<file path="src/pm_phy_ctrl_defs.vh">
// Offsets, field positions, reset values for power management and PHY control registers
`ifndef PM_PHY_CTRL_DEFS_VH
`define PM_PHY_CTRL_DEFS_VH
`define PMCS_OFFSET 8'h48
`define PMEXT_OFFSET 8'h4a
`define PHYCTL_OFFSET 8'hec
`define EEPROM_PHY_BYTE 8'h16
`define PMCS_FLAG_BIT 15
`define PMCS_ENABLE_BIT 8
`define PMCS_STATE_HI 1
`define PMCS_STATE_LO 0
`define PHYCTL_ROUTE_BIT 7
`define PHYCTL_REV_BIT 3
`define PHYCTL_RESET 32'h00000008
`define PMCS_RESET 16'h0000
`define PMEXT_VALUE 16'h0000
`define WAKE_SUPPORT_MASK 4'hf
`endif

</file>
<file path="src/pm_phy_ctrl_regs.v">
// Power management control/status, extension and PHY control configuration registers
`timescale 1ns/100ps
`default_nettype none
`include "pm_phy_ctrl_defs.vh"

// Register map on the configuration bus, byte addresses:
//   Offset 48h: power management control/status in bits 15-0, extension word in 31-16
//   Offset 4Ah: power management extension, read-only zero
//   Offset ECh: PHY output control; bit 7 routes the cable indication, bit 3 reads 1 after reset, then the loaded EEPROM bit
// Any other address reads zero and ignores writes, so a stray access is harmless.
// Writes take effect at the edge that samples cfg_wr_in with clk_en_in high.
// Read data appears after the edge that samples cfg_rd_in and holds until the next read.
// The EEPROM loader owns the whole PHY byte at boot; only the route bit is left to the host.
// Everything runs in the one configuration clock; all inputs but the asynchronous rst_in are taken as synchronous.
// With clk_en_in low every flop holds, including the read data and the cable output.
// The internal D3hot reset and the D3cold strap touch no flop; see the enable process.
// The wake output is a plain AND of two flops, so it never glitches on its own.

module pm_phy_ctrl_regs (
  // Clock, reset, enable
  input wire sys_clk_in,
  input wire rst_in,
  input wire clk_en_in,
  input wire d3hot_reset_in,
  input wire d3cold_wake_support_in,
  // Configuration access
  input wire cfg_rd_in,
  input wire cfg_wr_in,
  input wire [7:0] cfg_addr_in,
  input wire [31:0] cfg_wdata_in,
  input wire [3:0] cfg_be_in,
  output reg [31:0] cfg_rdata_out,
  // EEPROM loader
  input wire eeprom_load_in,
  input wire [7:0] eeprom_data_in,
  // Events and pins
  input wire wake_event_in,
  input wire cable_not_active_indication_in,
  output wire wake_event_out,
  output reg cable_not_active_out,
  output wire [1:0] power_state_field_out,
  output wire [3:0] wake_state_support_mask_out
);

  // Constants derived from the shared header, so masks follow the field positions
  // and a moved bit cannot leave a stale mask behind
  localparam [15:0] PMCS_RESET_WORD = `PMCS_RESET;
  localparam [31:0] PHY_RESET_WORD = `PHYCTL_RESET;
  localparam [7:0] PHY_RESET_BYTE = PHY_RESET_WORD[7:0];
  localparam [7:0] PHY_HOST_MASK = 8'h01 << `PHYCTL_ROUTE_BIT;
  localparam [7:0] PHY_READ_MASK = (8'h01 << `PHYCTL_ROUTE_BIT) | (8'h01 << `PHYCTL_REV_BIT);

  // Register state
  reg wake_event_flag_q;
  reg wake_event_flag_d;
  reg wake_assert_enable_q;
  reg [1:0] power_state_field_q;
  reg [31:0] rdata_d;

  // PHY control: route bit for the pin, and the byte as the host may see it
  wire cable_route;
  wire [7:0] phy_read;

  // Address decode, byte-lane qualified writes and wake event handling
  wire pmcs_wr;
  wire phy_wr;
  wire pmcs_lane0_wr;
  wire pmcs_lane1_wr;
  wire phy_lane0_wr;
  wire wake_accept;
  wire flag_clear;

  // Host-visible words for the extension and PHY offsets
  wire [15:0] pmext_word;
  wire [31:0] phy_word;

  // A write lands only in the byte lanes that are enabled
  assign pmcs_wr = cfg_wr_in && (cfg_addr_in == `PMCS_OFFSET);
  assign phy_wr = cfg_wr_in && (cfg_addr_in == `PHYCTL_OFFSET);
  assign pmcs_lane0_wr = pmcs_wr && cfg_be_in[0];
  assign pmcs_lane1_wr = pmcs_wr && cfg_be_in[1];
  assign phy_lane0_wr = phy_wr && cfg_be_in[0];
  // Write-one-to-clear; a 0 in the flag position is simply not a clear
  assign flag_clear = pmcs_lane1_wr && cfg_wdata_in[`PMCS_FLAG_BIT];
  // All four power states may raise a wake event, so no state gates the source
  assign wake_state_support_mask_out = `WAKE_SUPPORT_MASK;
  assign wake_accept = wake_event_in;
  // Output gated by enable; a clear releases it after the edge that takes the write, through the flag flop
  assign wake_event_out = wake_event_flag_q && wake_assert_enable_q;
  // Power state is reported straight from its flop
  assign power_state_field_out = power_state_field_q;
  // Extension is unimplemented; the PHY word shows only the visible bits
  assign pmext_word = `PMEXT_VALUE;
  assign phy_word = {24'h000000, phy_read};

  // Flag next state: an event in the same cycle as a write-one-to-clear keeps the flag
  // set, so software that clears and then re-reads never loses an event
  always @* begin
    wake_event_flag_d = wake_event_flag_q;
    if (wake_accept) begin
      wake_event_flag_d = 1'b1;
    end else if (flag_clear) begin
      wake_event_flag_d = 1'b0;
    end
  end

  // Control/status flops: d3hot_reset_in is deliberately left out, so the internal
  // reset on the way back from D3hot cannot disturb what software programmed
  always @(posedge sys_clk_in or posedge rst_in) begin
    if (rst_in) begin
      wake_event_flag_q <= PMCS_RESET_WORD[`PMCS_FLAG_BIT];
      power_state_field_q <= PMCS_RESET_WORD[`PMCS_STATE_HI:`PMCS_STATE_LO];
    end else if (clk_en_in) begin
      wake_event_flag_q <= wake_event_flag_d;
      if (pmcs_lane0_wr) begin
        power_state_field_q <= cfg_wdata_in[`PMCS_STATE_HI:`PMCS_STATE_LO];
      end
    end
  end

  // Wake enable, reset only by rst_in, which stands for power-on here; the D3cold strap
  // is informational, since without an auxiliary-power reset the enable cannot tell a warm
  // reset from a cold one, so the operating system must clear it after power-up
  always @(posedge sys_clk_in or posedge rst_in) begin
    if (rst_in) begin
      wake_assert_enable_q <= PMCS_RESET_WORD[`PMCS_ENABLE_BIT];
    end else if (clk_en_in) begin
      if (pmcs_lane1_wr) begin
        wake_assert_enable_q <= cfg_wdata_in[`PMCS_ENABLE_BIT];
      end
    end
  end

  // PHY control, one flop per bit: every bit takes the EEPROM byte, only host-writable
  // bits take the host, and a load wins over a host write in the same cycle, so a boot
  // image is never half overwritten
  genvar bit_idx;
  generate
    for (bit_idx = 0; bit_idx < 8; bit_idx = bit_idx + 1) begin : g_phy_bit
      reg bit_q;
      always @(posedge sys_clk_in or posedge rst_in) begin
        if (rst_in) begin
          bit_q <= PHY_RESET_BYTE[bit_idx];
        end else if (clk_en_in) begin
          if (eeprom_load_in) begin
            bit_q <= eeprom_data_in[bit_idx];
          end else if (phy_lane0_wr && PHY_HOST_MASK[bit_idx]) begin
            bit_q <= cfg_wdata_in[bit_idx];
          end
        end
      end
      // Reserved bits keep what was loaded but never show it
      assign phy_read[bit_idx] = bit_q && PHY_READ_MASK[bit_idx];
      // Only the route bit feeds the pin
      if (bit_idx == `PHYCTL_ROUTE_BIT) begin : g_route
        assign cable_route = bit_q;
      end
    end
  endgenerate

  // Cable indication pin, registered as a data output; it stays low while routing is
  // off, so a board that leaves the pin unconnected sees no toggling
  always @(posedge sys_clk_in or posedge rst_in) begin
    if (rst_in) begin
      cable_not_active_out <= 1'b0;
    end else if (clk_en_in) begin
      cable_not_active_out <= cable_route && cable_not_active_indication_in;
    end
  end

  // Read mux; reserved bits read zero, unmapped offsets read zero
  always @* begin
    rdata_d = 32'h00000000;
    case (cfg_addr_in)
      `PMCS_OFFSET: begin
        rdata_d[`PMCS_FLAG_BIT] = wake_event_flag_q;
        rdata_d[`PMCS_ENABLE_BIT] = wake_assert_enable_q;
        rdata_d[`PMCS_STATE_HI:`PMCS_STATE_LO] = power_state_field_q;
        rdata_d[31:16] = pmext_word;
      end
      `PMEXT_OFFSET: begin
        rdata_d[15:0] = pmext_word;
      end
      `PHYCTL_OFFSET: begin
        rdata_d = phy_word;
      end
      default: begin
        rdata_d = 32'h00000000;
      end
    endcase
  end

  // Read data registered on the read edge; it stands until the next read, so a host
  // that takes it a few cycles late still sees the right word
  always @(posedge sys_clk_in or posedge rst_in) begin
    if (rst_in) begin
      cfg_rdata_out <= 32'h00000000;
    end else if (clk_en_in && cfg_rd_in) begin
      cfg_rdata_out <= rdata_d;
    end
  end

endmodule
`default_nettype wire

</file>
<file path="config.mk">
export PLATFORM = sky130hd
export DESIGN_NAME = pm_phy_ctrl_regs
export DESIGN_NICKNAME = d
export VERILOG_FILES = /design/src/pm_phy_ctrl_regs.v
export VERILOG_INCLUDE_DIRS = /design/src
export SDC_FILE = /design/constraint.sdc
export NUM_CORES = 1
export LEC_CHECK = 0
export BUFFER_PORTS_ARGS = -buffer_cell sky130_fd_sc_hd__buf_4
export CAP_MARGIN = 25
export CORE_MARGIN = 4
export CORE_UTILIZATION = 25
export CTS_BUF_LIST = sky130_fd_sc_hd__clkbuf_16
export CTS_CLUSTER_SIZE = 30
export DETAILED_ROUTE_END_ITERATION = 8
export HOLD_SLACK_MARGIN = 0.08
export PLACE_DENSITY = 0.62
export SYNTH_ARGS = -nofsm -noshare
export SYNTH_HDL_FRONTEND = slang
export SYNTH_SLANG_ARGS = --single-unit
</file>
<file path="constraint.sdc">
create_clock -name sys_clk_in -period 1.9 [get_ports sys_clk_in]
set_clock_uncertainty 0.1 [all_clocks]
set_input_delay 0.095 -clock sys_clk_in [delete_from_list [all_inputs] [get_ports sys_clk_in]]
set_output_delay 0.095 -clock sys_clk_in [all_outputs]
set_load 0.02 [all_outputs]
</file>
### Word-level counts from Yosys, hierarchy flattened

Cells that the tools add are included.

| word-level totals | value |
|---|---|
| register bits after elaboration | 17 |
| word-level logic and storage cells | 33 |
| bits of input ports | 62 |
| output and inout bits | 40 |

| cells by class | value |
|---|---|
| reduce and logical (&&, ||, !) cells | 16 |
| multiplexer cells | 8 |
| equality and inequality tests | 2 |

Operators by type and width:

| kind | count |
|---|---|
| AND reduction 2 bit | 5 |
| logical AND 1 bit | 9 |
| equality test 8 x 7 -> 1 bit, second input constant | 1 |
| equality test 8 bit, second input constant | 1 |
| two-way mux 1 bit | 6 |
| two-way mux 6 bit | 1 |
| nonzero test 2 bit | 2 |
| two-way mux 2 bit | 1 |

### Logic depth before layout (Yosys ltp)

Gate-level depths: netlist of the first run.

| depth | value |
|---|---|
| word-level depth | 6 |
| gate-level depth with buffers | 4 |
| mapped depth without buffers | 4 |

### Worst setup path after synthesis of the first run

No wires, ideal clock.

| timing | value |
|---|---|
| path type | input to register |
| start | input port cfg_addr_in[0] |
| end | register wake_assert_enable_q |
| library setup time | 125 ps |
| path buffers | 0 |
| arrival time | 1338 ps |
| slack | 337 ps |
| stages on the path | 4 |
| path through | or4_4 -> nor4_4 -> nand4_2 -> mux2_4 |

| on the way | value |
|---|---|
| longest elaborated chain between the ends | 4 |

RTL lines:

| element | RTL line | source |
|---|---|---|
| start: declaration | pm_phy_ctrl_regs.v:29 | `input wire [7:0] cfg_addr_in,` |
| equality test 8 x 7 -> 1 bit | n/a |  |
| logical AND 1 bit | pm_phy_ctrl_regs.v:78 | `` assign pmcs_wr = cfg_wr_in && (cfg_addr_in == `PMCS_OFFSET); `` |
| logical AND 1 bit | pm_phy_ctrl_regs.v:81 | `assign pmcs_lane1_wr = pmcs_wr && cfg_be_in[1];` |
| AND reduction 2 bit (no line) | n/a |  |
| end signal: assignment | pm_phy_ctrl_regs.v:126 | `` wake_assert_enable_q <= PMCS_RESET_WORD[`PMCS_ENABLE_BIT]; `` |
| end signal: assignment | pm_phy_ctrl_regs.v:129 | `` wake_assert_enable_q <= cfg_wdata_in[`PMCS_ENABLE_BIT]; `` |
| end: declaration | pm_phy_ctrl_regs.v:56 | `reg wake_assert_enable_q;` |

Every way passes these cells.
A chain may end at the register's enable or synchronous reset.

### Final worst setup path of the first run

| timing | value |
|---|---|
| start | input port clk_en_in |
| end | register g_phy_bit[7].bit_q (netlist: cable_route) |

| on the way | value |
|---|---|
| longest elaborated chain between the ends | 1 |

RTL lines:

| element | RTL line | source |
|---|---|---|
| start: declaration | pm_phy_ctrl_regs.v:23 | `input wire clk_en_in,` |
| AND reduction 2 bit (no line) | n/a |  |
| end signal: assignment | pm_phy_ctrl_regs.v:143 | `bit_q <= PHY_RESET_BYTE[bit_idx];` |
| end signal: assignment | pm_phy_ctrl_regs.v:146 | `bit_q <= eeprom_data_in[bit_idx];` |
| end signal: assignment | pm_phy_ctrl_regs.v:148 | `bit_q <= cfg_wdata_in[bit_idx];` |
| end: declaration | pm_phy_ctrl_regs.v:140 | `reg bit_q;` |

Every way passes these cells.

==> metrics list, run 1 <==
- Crit path max-delay family: buffers and inverters
- The total count of hold-check failures in the final report came to 0.
- Number of violations of the max-capacitance limit: 0
- Of the post-synthesis cell area, the dominant cell type holds 0.357.
* Standard-cell row count: 20
* WP data required: 1.92 ns
- Core box area: 3130 µm²
- After detailed routing, the number of remaining DRC violations is 0.
- Maximum number of pins on one net before global-route repair: 14
- The via count of the first global-routing pass was 654.
- Routability-driven placement finished with a final weighted congestion of 0.732.
- Summed over all failing endpoints, the final setup total negative slack is 0 ns.
- Number of nets in the finished design: 197
* Cell-by-cell listing of the critical path: dlygate4sd3_1, buf_4, and3_1, a21boi_0, mux2_2
- Warning count from the yosys run: 0
- From synthesis to final layout, the design area changed by 43.1%.
* Flop and latch count out of synthesis: 13
* Inserted Clock Buffers: 3
* Max Transition Viols Final: 0
* Bufs on Longest Clock Path: 2
- In this run the remaining antenna-violating nets after routing total 0.
* Die outline width: 66.0 µm
- Diodes inserted: 0
- Type of the tightest min-delay check: input port to register
- DPL Wire Length: between 1.5 and 2 mm
- Number of clock sinks: 13
- Setup violations remaining at the end of the flow were counted as 0.
- Final critical delay including setup and external delays: around 1.5 ns
- TritonCTS built the clock tree.
- In this run the clock root is driven by a sky130_fd_sc_hd__clkbuf_16.
- Die area: between 4000 and 5000 µm²
* Most used cells in the layout excluding fill and tap cells: sky130_fd_sc_hd__buf_4 (35), sky130_fd_sc_hd__conb_1 (30), sky130_fd_sc_hd__nand2_1 (17)
* Leading cell type in the layout, fill and taps excluded: sky130_fd_sc_hd__buf_4
- Data arrival time of the critical path: 1.49 ns
- Summed over all cells, the static leakage comes to about 0.6 nW.
- The flow ran to the end, and the final reports show no timing, DRC or antenna violations.
- STA classifies the critical path endpoint as a register.
- For this configuration, the core starts out at a cell density of 0.269.
- The critical path is of the input port to register type.
- Routed WL: roughly 1.9 mm
- The routed layout has between 600 and 700 vias.
- In the post-synthesis netlist, the biggest area contributors are sky130_fd_sc_hd__dfrtp_1 (36%), sky130_fd_sc_hd__buf_4 (27%), sky130_fd_sc_hd__nand2_1 (7.6%), sky130_fd_sc_hd__mux2_2 (6.7%), sky130_fd_sc_hd__o21ai_0 (4.2%).
- Wire length of the first global-routing pass: 2.79 mm
- Library cell with the largest summed area after synthesis: sky130_fd_sc_hd__dfrtp_1
- The initial antenna violation count was 0.
- VDD sags by at most between 200 and 250 µV.
- Initial DRC count: 7
* Number of gates resized after cts: 0
* Average wire per cell in the routed design: roughly 11 µm
* Cell with the largest stage delay on the worst path: sky130_fd_sc_hd__dlygate4sd3_1
- Number of vias per cell: 3.63
* Overall Global Routing Usage: 0.0857
* Max Clk Rate: 678 MHz
* Slowest stage delay, CP: ~0.54 ns
* Total power divided by cell area: between 600 and 700 nW/µm²
- For this run, the register share of the synthesized area comes to 0.388.
- Largest fanout of any net on the critical path: 7
- During placement, the flow inserted port buffers numbering 34.
* Total congestion overflow after global routing: 0
* Instance count of the mapped netlist: around 90
* Share of post-route cells with drive strength above 1: 0.358
- H-tree level count: 1
- The mapped netlist covers roughly 840 µm².
- CP startpoint kind: input port
- Final clock period utilization by the worst path: 0.776
* Library cells used by synthesis: 21
- Avg Inst Size Synth: between 9 and 10 µm²
- between 100 and 150 I/O pins were placed.
- Clock transition at the register clock pins on the worst setup and hold paths after CTS: approximately 0.04 ns
* Final core utilization: 0.385
- Skew-Pair Late Insertion Delay: 0.24 ns
- Initial DRT Pass Iterations: 3
* Height of the die: 66.0 µm
- Setup repair after global routing left no endpoint under its margin.
* Number of buffers and inverters on the critical path: 2
## worst reg2reg max path: stages, from the launching register on
cell and delay [ns]:
sky130_fd_sc_hd__dfrtp_1 0.39, sky130_fd_sc_hd__nand3_1 0.07, sky130_fd_sc_hd__dlygate4sd3_1 0.53, sky130_fd_sc_hd__o21ai_0 0.08
## flip-flops by register name, summed over array words and instances (netlist names)
| register | count |
|---|---|
| cable_route | 1 |
| power_state_field_out | 2 |
| g_phy_bit.bit_q | 1 |
| cfg_rdata_out | 6 |
| cable_not_active_out | 1 |
| wake_event_flag_q | 1 |
| wake_assert_enable_q | 1 |
## stage by stage
step / setup WS [ns] / total power, W / std cells / hold slack [ns] / cell area, µm²
after floorplan: 0.337 / 0.000430 / 117 / -0.129 / 947
after global placement: 0.188 / 0.000435 / 165 / 0.0371 / 1040
after detailed placement: 0.187 / 0.000439 / 165 / 0.0520 / 1040
after CTS: 0.431 / 0.000841 / 178 / 0.0964 / 1200
after global routing: 0.379 / 0.000873 / 178 / 0.107 / 1200
final: 0.426 / 0.000833 / 178 / 0.0892 / 1200
## layer usage
metal | GRT usage | wire length (µm) | part of all wire | up-vias
met5 | 0 | 0 | 0 | -
met4 | 0.0609 | 23 | 0.012 | 0
met3 | 0.0153 | 176 | 0.092 | 2
met2 | 0.164 | 1090 | 0.57 | 35
met1 | 0.0802 | 625 | 0.33 | 287
li1 | - | - | - | 322
## Yosys cell counts
master,count
sky130_fd_sc_hd__nand3_1,1
sky130_fd_sc_hd__mux2_4,1
sky130_fd_sc_hd__dfrtp_1,12
sky130_fd_sc_hd__and2_1,1
sky130_fd_sc_hd__nand4_2,1
sky130_fd_sc_hd__a21boi_0,1
sky130_fd_sc_hd__and3_1,1
sky130_fd_sc_hd__nand2_1,17
sky130_fd_sc_hd__inv_1,2
sky130_fd_sc_hd__mux2_2,5
sky130_fd_sc_hd__clkbuf_1,1
sky130_fd_sc_hd__nor4_1,1
sky130_fd_sc_hd__dfstp_2,1
sky130_fd_sc_hd__a221o_1,1
sky130_fd_sc_hd__conb_1,2
sky130_fd_sc_hd__nor2b_1,1
sky130_fd_sc_hd__nand4b_1,1
sky130_fd_sc_hd__or4_4,1
sky130_fd_sc_hd__nor4_4,1
sky130_fd_sc_hd__o21ai_0,7
sky130_fd_sc_hd__buf_4,30
## worst paths after layout
path                       cells past startpoint         startpoint                    to  slack [ns]
setup reg to reg                               3        cable_route  cable_not_active_out        0.61
hold / removal                                 4     cfg_addr_in[4]      cfg_rdata_out[7]        0.09
min in group asynchronous                      3             rst_in      cfg_rdata_out[8]        0.34
hold reg to reg                                2  cfg_rdata_out[15]     cfg_rdata_out[15]        0.39
setup / recovery                               5          clk_en_in           cable_route        0.43
max in group asynchronous                      3             rst_in    g_phy_bit[3].bit_q        1.02
## kinds of logic after synthesis
family / Yosys count / synth area share
mux: 6 / 0.0847
compound gates: 9 / 0.0624
other cells: 2 / 0.00892
buf+inv: 33 / 0.281
simple gates: 26 / 0.175
flops: 13 / 0.388
## report_power, final
| part | internal (W) | total [W] | switching [W] | leakage [nW] |
|---|---|---|---|---|
| registers | 0.000291 | 0.000298 | 0.00000705 | 0.170 |
| clock network | 0.000276 | 0.000382 | 0.000106 | 0.0423 |
| logic | 0.0000619 | 0.000153 | 0.0000913 | 0.405 |
| total | 0.000629 | 0.000833 | 0.000204 | 0.617 |
## repair_timing
item / 4_1_cts / 5_1_grt
hold endpoints to repair: 18 / 0
hold buffers: 9 / 0
buffers inserted: 0 / 0
## layout make-up
cell class	count	area, µm²
fillers	327	1920
flip-flops and latches	13	327
repair buffers	44	353
clock buffers	3	75.1
well taps	44	55.1
multi-input cells	71	384
clock inverters	1	3.75
inverters	2	7.51
No activity file was read; power rests on OpenSTA's default activity.
==> inputs of run 2 (changes only) <==
ABC_AREA = 1   (was not set)
PLACE_DENSITY = 0.61   (was 0.62)
clock period = 1.54 ns   (was 1.9 ns; I/O delays follow)
==> run 2 against run 1 <==
  * Via count grew 17%
  * Die area grew 2.6%
  * Count of clock-buffer cells in the layout unchanged
  * First-iteration DRC count fell by 43%
  * Final area up 4.5%
  * Power up 24%
  * Routed wire length increased by 0.21%
  * Core utilization shrank 0.80 points
  * Critical path type unchanged
  * Largest cell class unchanged
==> metrics list, run 2 <==
- The flip-flop count of the largest register after layout came to 6 (unchanged).
- The total routed wirelength was 1.92 mm (+0.21%).
- The cell sitting at the root of the clock tree is a sky130_fd_sc_hd__clkbuf_16.
* Clock transition at the register clock pins on the worst setup and hold paths after CTS: 0.04 ns (about the same)
- Clock power frac: 0.458 (about the same)
* Transition at the pin with the smallest max-transition slack: between 0.5 and 0.6 ns
- The CTS buffer count came to 3 (unchanged).
* Worst supply voltage drop on vdd: 480 µV (+110%)
- Reg-to-Reg Start: cable_route
* Highest-utilization routing layer at the global route stage: met2
- Number of nets with antenna violations after detailed routing: 0 (unchanged)
* Run status: complete, no violations
- Final core utilization: 0.377 (-0.00800)
- The top cell types in the final layout, fill and taps aside, are sky130_fd_sc_hd__nand2_1 (36), sky130_fd_sc_hd__buf_4 (34), sky130_fd_sc_hd__conb_1 (30).
* Area overhead of the layout relative to synthesis: 45.2%
* Cell internal power dissipation: 0.000779 W (+24%)
- Final weighted congestion in routability-driven placement: 0.745 (+1.7%)
- The worst setup path is launched from an input port.
- Number of vias per cell: 3.60 (-0.73%)
- Setup total negative slack: 0 ns (unchanged)
- Filler Cells Inserted: 365 (+12%)
- The routed wire length per instance is 9.17 µm (-15%).
* Register-to-register setup slack: 0.23 ns (-0.38 ns)
* Final clock period utilization by the worst path: 0.935
* Hold Violations, Final: 0 (unchanged)
- The power dissipated by switching net loads is 0.000258 W (+26%).
- The synthesized design spends more area on one cell type than any other, namely sky130_fd_sc_hd__dfrtp_1.
- STA classifies the critical path endpoint as a register.
- Setup repair after global routing left no endpoint under its margin.
* Post-synth top area share: 0.346 (-0.0103)
* WP data required: 1.56 ns (-0.36 ns)
* Bufs on Longest Clock Path: 2 (unchanged)
- The arrival time of the worst setup path was 1.45 ns (-0.04 ns).
* CTS tree: built
* Avg Inst Size Synth: 7.54 µm² (-20%)
- The pin count of the biggest net entering global routing came to 14 (unchanged).
- The power per cell area came to 823 nW/µm² (+19%).
- Ranked by total cell area, the synthesized netlist is headed by sky130_fd_sc_hd__dfrtp_1 (35%), sky130_fd_sc_hd__buf_4 (26%), sky130_fd_sc_hd__nand2_1 (16%), sky130_fd_sc_hd__nand3_1 (6.3%), sky130_fd_sc_hd__inv_1 (4.3%).
- Worst setup path class: input port to register
- The sequential cell area came to 327 µm² (unchanged).
- Register name with the most flops: cfg_rdata_out
- The number of inserted diodes came to 0 (unchanged).
- Largest fanout of any net on the critical path: 6 (-1)
- Final critical delay including setup and external delays: 1.44 ns
- Die outline width: 66.9 µm (+1.3%)
- The initial antenna violation count is 0 (unchanged).
* Number of clock sinks: 13 (unchanged)
- Remaining DRCs: 0 (unchanged)
- In the post-synthesis netlist, the cell with the most instances is sky130_fd_sc_hd__nand2_1.
- The met2 usage was 0.163 (-0.000589).
* Met1 usage in global routing: 0.102 (+0.0220)
- Library cells used by synthesis: 13 (-38%)
* Max Transition Viols Final: 0 (unchanged)
- In this run the tightest slew margin relative to its limit is 0.658.
* Count of flip-flops with a built-in enable after synthesis: 0 (unchanged)
* Setup Viol. Count Final: 0 (unchanged)
- The core region area was 3340 µm² (+6.7%).
- Min-Delay Endpoint: cable_route
- Part of the total power dissipated in combinational logic: 0.190 (+0.006)
- The global-route wire length before repair is 3.16 mm (+13%).
- Met3 track demand over resource in global routing: 0.0422 (+0.0269)
* Initial cell density of the core: 0.260 (-0.00936)
* Most frequently used flop master after synthesis: sky130_fd_sc_hd__dfrtp_1
- The cell count of the worst reg-to-reg path came to 3 (unchanged).
* Standard-cell row count: 21 (+5.0%)
- The number of instances in the synthesized netlist was 115 (+29%).
- Initial DRC count: 4 (-3)
* Area taken by multi-input logic gates: 383 µm² (-0.33%)
- FF-to-FF End: cable_not_active_out
- Fraction of power spent switching nets: 0.249 (+0.00408)
- Number of violations of the max-capacitance limit: 0 (unchanged)
* Async set-reset flop share out of synthesis: 1.00 (unchanged)
- Sorting the synthesized cells by how often they occur yields sky130_fd_sc_hd__nand2_1 (36), sky130_fd_sc_hd__buf_4 (30), sky130_fd_sc_hd__dfrtp_1 (12), sky130_fd_sc_hd__nand3_1 (11), sky130_fd_sc_hd__inv_1 (10).
* Initial DRT Pass Iterations: 2 (-1)
* Number of gates resized after cts: 0 (unchanged)
- Number of I/O pins: 102 (unchanged)
- H-tree level count: 1 (unchanged)
- DPL Wire Length: 1.55 mm (-2.1%)
* Total congestion overflow after global routing: 0 (unchanged)
- Height of the die: 66.9 µm (+1.3%)
- Type of the tightest min-delay check: input port to register
- Static leakage: 0.730 nW (+18%)
- Cell depth of the worst hold path: 4 (unchanged)
- Reg power frac: 0.352 (-0.006)
* Port Buffers: 34 (unchanged)
- The global router's overall resource usage was 0.0935 (+0.00779).
- The clock insertion delay at the later pin of the skew report came to 0.24 ns (about the same).
- The total number of nets in the final design came to 226 (+15%).
- The via count of the first global-routing pass was 728 (+11%).
- Die area: 4470 µm² (+2.6%)
* Leading cell type in the layout, fill and taps excluded: sky130_fd_sc_hd__nand2_1
- The number of warnings reported in the yosys synthesis log came to 0 (unchanged).
- Derived from the worst setup path, the maximum achievable clock frequency is roughly 700 MHz.
- The worst hold path begins at eeprom_load_in.
- Vias after detailed routing: 753 (+17%)
- The share of the yosys chip area belonging to registers is 0.377 (-0.0112).
- Netlist area before placement: 867 µm² (+3.0%)
- The ratio of cells with drive above 1 in the final layout came to 0.258 (-0.101).
* Flop and latch count out of synthesis: 13 (unchanged)
## run 2: changes by cell type in the layout (fill, tap and decap cells not counted), moves of 6 or more
| cell | change |
|---|---|
| sky130_fd_sc_hd__inv_1 | +8 |
| sky130_fd_sc_hd__nand2_1 | +19 |
| sky130_fd_sc_hd__nand3_1 | +10 |
| sky130_fd_sc_hd__o21ai_0 | -6 |
| sky130_fd_sc_hd__nor2_1 | +6 |
## run 2: layout make-up
class	count	share of cell area
Timing Repair Buffer	46	0.298
Sequential cell	13	0.259
Clock inverter	1	0.00298
Multi-Input combinational cell	90	0.304
Tap cell	46	0.0457
Inverter	10	0.0298
Clock buffer	3	0.0596
## run 2: cell families (layout without fill, tap and decap cells)
kind of cell,after synthesis,count (layout),share of synthesized area
AND/OR/NAND/NOR,57,57,0.280
buffers and inverters,40,60,0.303
flip-flops,13,13,0.377
other,2,30,0.00866
multiplexers,2,2,0.0260
AO/OA/AOI/OAI,1,1,0.00577
## run 2: worst max-delay path by stage
stage                   start                        to  slack [ns]  depth (start not counted)
2_1_floorplan  cfg_addr_in[7]  power_state_field_out[0]        0.72                          6
3_3_place_gp   cfg_addr_in[7]         wake_event_flag_q        0.48                          7
3_5_place_dp   cfg_addr_in[7]         wake_event_flag_q        0.48                          7
4_1_cts             clk_en_in      cable_not_active_out        0.09                          5
5_1_grt             clk_en_in      cable_not_active_out        0.05                          5
6_report            clk_en_in      cable_not_active_out        0.10                          5
## run 2: what timing repair did
item                                    in CTS  in global routing
hold buffers                                12                  0
buffers inserted                             0                  0
endpoints found under the setup margin       0                  0
endpoints found under the hold margin       19                  0
## run 2: power by group through the flow
stage	registers, W	logic, W	clock network (W)
2_1_floorplan	0.000372	0.000160	0
3_3_place_gp	0.000370	0.000169	0
3_5_place_dp	0.000370	0.000171	0
4_1_cts	0.000365	0.000197	0.000485
5_1_grt	0.000366	0.000218	0.000511
6_report	0.000365	0.000197	0.000474
## run 2: metrics by stage
step	instance area [µm²]	hold WS (ns)	power (W)	cells	setup WS (ns)
after floorplan	972	-0.147	0.000532	143	0.716
after global placement	1060	0.0338	0.000539	193	0.485
after detailed placement	1060	0.0517	0.000541	193	0.477
after CTS	1260	0.0893	0.00105	209	0.0931
after global routing	1260	0.0989	0.00110	209	0.0543
final	1260	0.0894	0.00104	209	0.101
## run 2: critical path: stages
cell	delay (ns)
sky130_fd_sc_hd__dlygate4sd3_1	0.53
sky130_fd_sc_hd__buf_4	0.15
sky130_fd_sc_hd__nand3_1	0.07
sky130_fd_sc_hd__o21ai_0	0.07
sky130_fd_sc_hd__dlygate4sd3_1	0.55
## run 2: metal layers
metal  up-vias  part of all wire
met3         2              0.12
met2        36              0.51
li1        393                 -
met4         0            0.0052
met5         -                 0
met1       322              0.37
==> inputs of run 3 (changes only) <==
CORE_ASPECT_RATIO = 1.4   (was not set)
==> run 3 against run 2 <==
  * Power up 1.1%
  * Routed wire length grew 1.0%
  * Final area up 0.99%
  * Worst hold slack better by 0.0083 ns
  * Critical endpoint unchanged
==> metrics list, run 3 (synthesis gave the netlist of run 2 again) <==
* Clock power frac: 0.461 (+0.003)
- Part of the total power dissipated in combinational logic: 0.190 (about the same)
- Filler Cells Inserted: 353 (-3.3%)
- CP startpoint kind: input port
* Number of I/O pins: 102 (unchanged)
- WP data required: 1.56 ns (about the same)
- Initial antenna violation count: 0 (unchanged)
- Average wire per cell in the routed design: 9.44 µm (+3.0%)
- The die span in x was 57.8 µm (-14%).
* Final critical delay including setup and external delays: 1.41 ns (-0.0309 ns)
* Number of violations of the max-capacitance limit: 0 (unchanged)
* Reg power frac: 0.349 (-0.003)
- Via count of the first global-routing pass: 693 (-4.8%)
- Setup total negative slack: 0 ns (unchanged)
- The critical path ends at cable_not_active_out.
* Die area: 4490 µm² (+0.31%)
* Register-to-register setup slack: 0.25 ns (+0.02 ns)
- Number of clock sinks: 13 (unchanged)
- The fraction of power spent switching nets was 0.255 (+0.00591).
- Routed length on met2: 959 µm (-1.3%)
- The final number of setup-violating endpoints was 0 (unchanged).
- The detail-routed via count per cell is 3.78 (+4.8%).
- Max Transition Viols Final: 0 (unchanged)
- The detailed-route DRC error count came to 0 (unchanged).
- Final clock period utilization by the worst path: 0.915 (-0.0201)
- The worst stage delay on the critical path was 0.53 ns (-0.02 ns).
* Max Clk Rate: 710 MHz (+2.2%)
- The internal power component is 0.000781 W (+0.32%).
- The core region area came to 3350 µm² (+0.30%).
- The startpoint identified for the worst register-to-register timing path is cable_route.
- Hold Violations, Final: 0 (unchanged)
* Most used cells in the layout excluding fill and tap cells: sky130_fd_sc_hd__nand2_1 (36), sky130_fd_sc_hd__buf_4 (34), sky130_fd_sc_hd__conb_1 (30)
- Worst supply voltage drop on vdd: 481 µV (+0.22%)
- Metal1 wirelength: 682 µm (-3.8%)
- The placer's final routability congestion estimate came to 0.705 (-5.3%).
* Cell-by-cell listing of the critical path: dlygate4sd3_1, buf_4, nand3_1, dlygate4sd3_1, o21ai_0
- The count of buffers from port buffering was 34 (unchanged).
- Skew-Pair Late Insertion Delay: 0.24 ns (about the same)
- Initial DRC count: 9 (+5)
- Leaving out fill and tap cells, the most frequent cell in the layout is sky130_fd_sc_hd__nand2_1.
- The ratio of cells with drive above 1 in the final layout is 0.255 (-0.00312).
- Slack of the critical path: 0.132 ns (+0.0309 ns)
- In this run the worst hold path is classified as input port to register.
- Area overhead of the layout relative to synthesis: 46.6%
* Inserted Clock Buffers: 3 (unchanged)
- Bufs on Longest Clock Path: 2 (unchanged)
* Wire length of the first global-routing pass: 2.88 mm (-8.7%)
* Height of the die: 77.7 µm (+16%)
* Setup repair after global routing missed its margin: no
- Crit path max-delay family: buffers and inverters
- The run finished with clean final reports.
* Final total power: 0.00105 W (+1.1%)
- The clock-pin slew of the registers on the worst-case setup and hold paths is 0.04 ns (about the same).
- Data arrival time of the critical path: 1.43 ns (-0.02 ns)
- Startpoint of the most critical setup path: clk_en_in
- Total power divided by cell area: 824 nW/µm² (+0.12%)
- On the critical path, the stage with the largest delay is an instance of sky130_fd_sc_hd__dlygate4sd3_1.
* Routed WL: 1.94 mm (+1.0%)
- Number of nets in the finished design: 228 (+0.88%)
* Maximum number of pins on one net before global-route repair: 14 (unchanged)
- Cell count along the critical path: 5 (unchanged)
- CTS tree: built
- Total congestion overflow after global routing: 0 (unchanged)
- Initial cell density of the core: 0.259 (-0.000777)
- The worst setup path is of the input port to register kind.
- Diodes inserted: 0 (unchanged)
* Overall Global Routing Usage: 0.0842 (-0.00929)
- The flip-flop count of the largest register after layout came to 6 (unchanged).
- Net switching component of the power: 0.000267 W (+3.5%)
* Number of buffers and inverters on the critical path: 3 (unchanged)
- Cell count after placement: 187 (-3.1%)
- The number of rows created at floorplan came to 25 (+19%).
* Worst Setup Slack post-DPL: 0.471 ns (-0.00582 ns)
* Crit end category: register
* Largest fanout of any net on the critical path: 6 (unchanged)
- The leakage power of the design is 0.734 nW (+0.57%).
- Fin cells: 205 (-1.9%)
- Number of nets with antenna violations after detailed routing: 0 (unchanged)
- Number of gates resized after cts: 0 (unchanged)
- Logic depth of the worst register-to-register path: 3 (unchanged)
- DPL Wire Length: 1.52 mm (-2.0%)
- Register name with the most flops: cfg_rdata_out
- In this run the critical register-to-register path is captured at cable_not_active_out.
* Initial DRT Pass Iterations: 3 (+1)
- DR top layer: met4
- Post-CTS setup buffer count: 0 (unchanged)
* Vias after detailed routing: 774 (+2.8%)
- H-tree level count: 1 (unchanged)
- The tree is rooted in a sky130_fd_sc_hd__clkbuf_16.
* Wire length on met3: 238 µm (+6.3%)
- In this design, the critical path's most frequently occurring cell is sky130_fd_sc_hd__dlygate4sd3_1.
- Hold buffers post-CTS: 14 (+2)
[run 3: cell types whose count changed in the layout (fill, tap and decap cells not counted), sizes merged]
cell         change
dlygate4sd3      +2
[run 3: stage by stage]
| stage | instance area [µm²] | hold slack [ns] | utilization |
|---|---|---|---|
| 2_1_floorplan | 972 | -0.147 | - |
| 5_1_grt | 1270 | 0.122 | 0.380 |
| 4_1_cts | 1270 | 0.0975 | 0.380 |
| 3_3_place_gp | 1050 | 0.0456 | 0.314 |
| 3_5_place_dp | 1050 | 0.0386 | 0.314 |
| 6_report | 1270 | 0.0977 | 0.380 |
[run 3: worst min path at each step]
stage          depth (start not counted)           start  slack [ns]                   end
5_1_grt                                6  cfg_addr_in[1]        0.12      cfg_rdata_out[3]
3_3_place_gp                           2          rst_in        0.05      cfg_rdata_out[7]
4_1_cts                                5    cfg_be_in[1]         0.1  wake_assert_enable_q
2_1_floorplan                          1          rst_in       -0.15  cable_not_active_out
6_report                               5    cfg_be_in[1]         0.1  wake_assert_enable_q
3_5_place_dp                           2          rst_in        0.04      cfg_rdata_out[7]
[run 3: routing by layer]
layer | track usage | vias to the layer above
met4 | 0.0557 | 0
li1 | - | 390
met5 | 0 | -
met1 | 0.0860 | 336
met2 | 0.147 | 43
met3 | 0.0200 | 5
[run 3: layout make-up]
type / instances / area (µm²) / share of cell area
clock buffer: 3 / 75.1 / 0.0591
clock inverter: 1 / 3.75 / 0.00295
inverter: 10 / 37.5 / 0.0295
multi-input combinational: 90 / 383 / 0.301
sequential: 13 / 327 / 0.257
tap: 40 / 50.0 / 0.0394
timing repair buffer: 48 / 395 / 0.311
[run 3: worst min-delay path: stages]
cell                      delay [ns]
sky130_fd_sc_hd__buf_4          0.11
sky130_fd_sc_hd__inv_1          0.04
sky130_fd_sc_hd__nor2_1         0.05
sky130_fd_sc_hd__nand3_1        0.07
sky130_fd_sc_hd__nand2_1        0.05
[run 3: power groups by stage]
stage	combinational, W	clock [W]	sequential, W
3_5_place_dp	0.000171	0	0.000370
4_1_cts	0.000199	0.000494	0.000366
3_3_place_gp	0.000170	0	0.000370
6_report	0.000199	0.000483	0.000366
5_1_grt	0.000216	0.000505	0.000367
2_1_floorplan	0.000160	0	0.000372
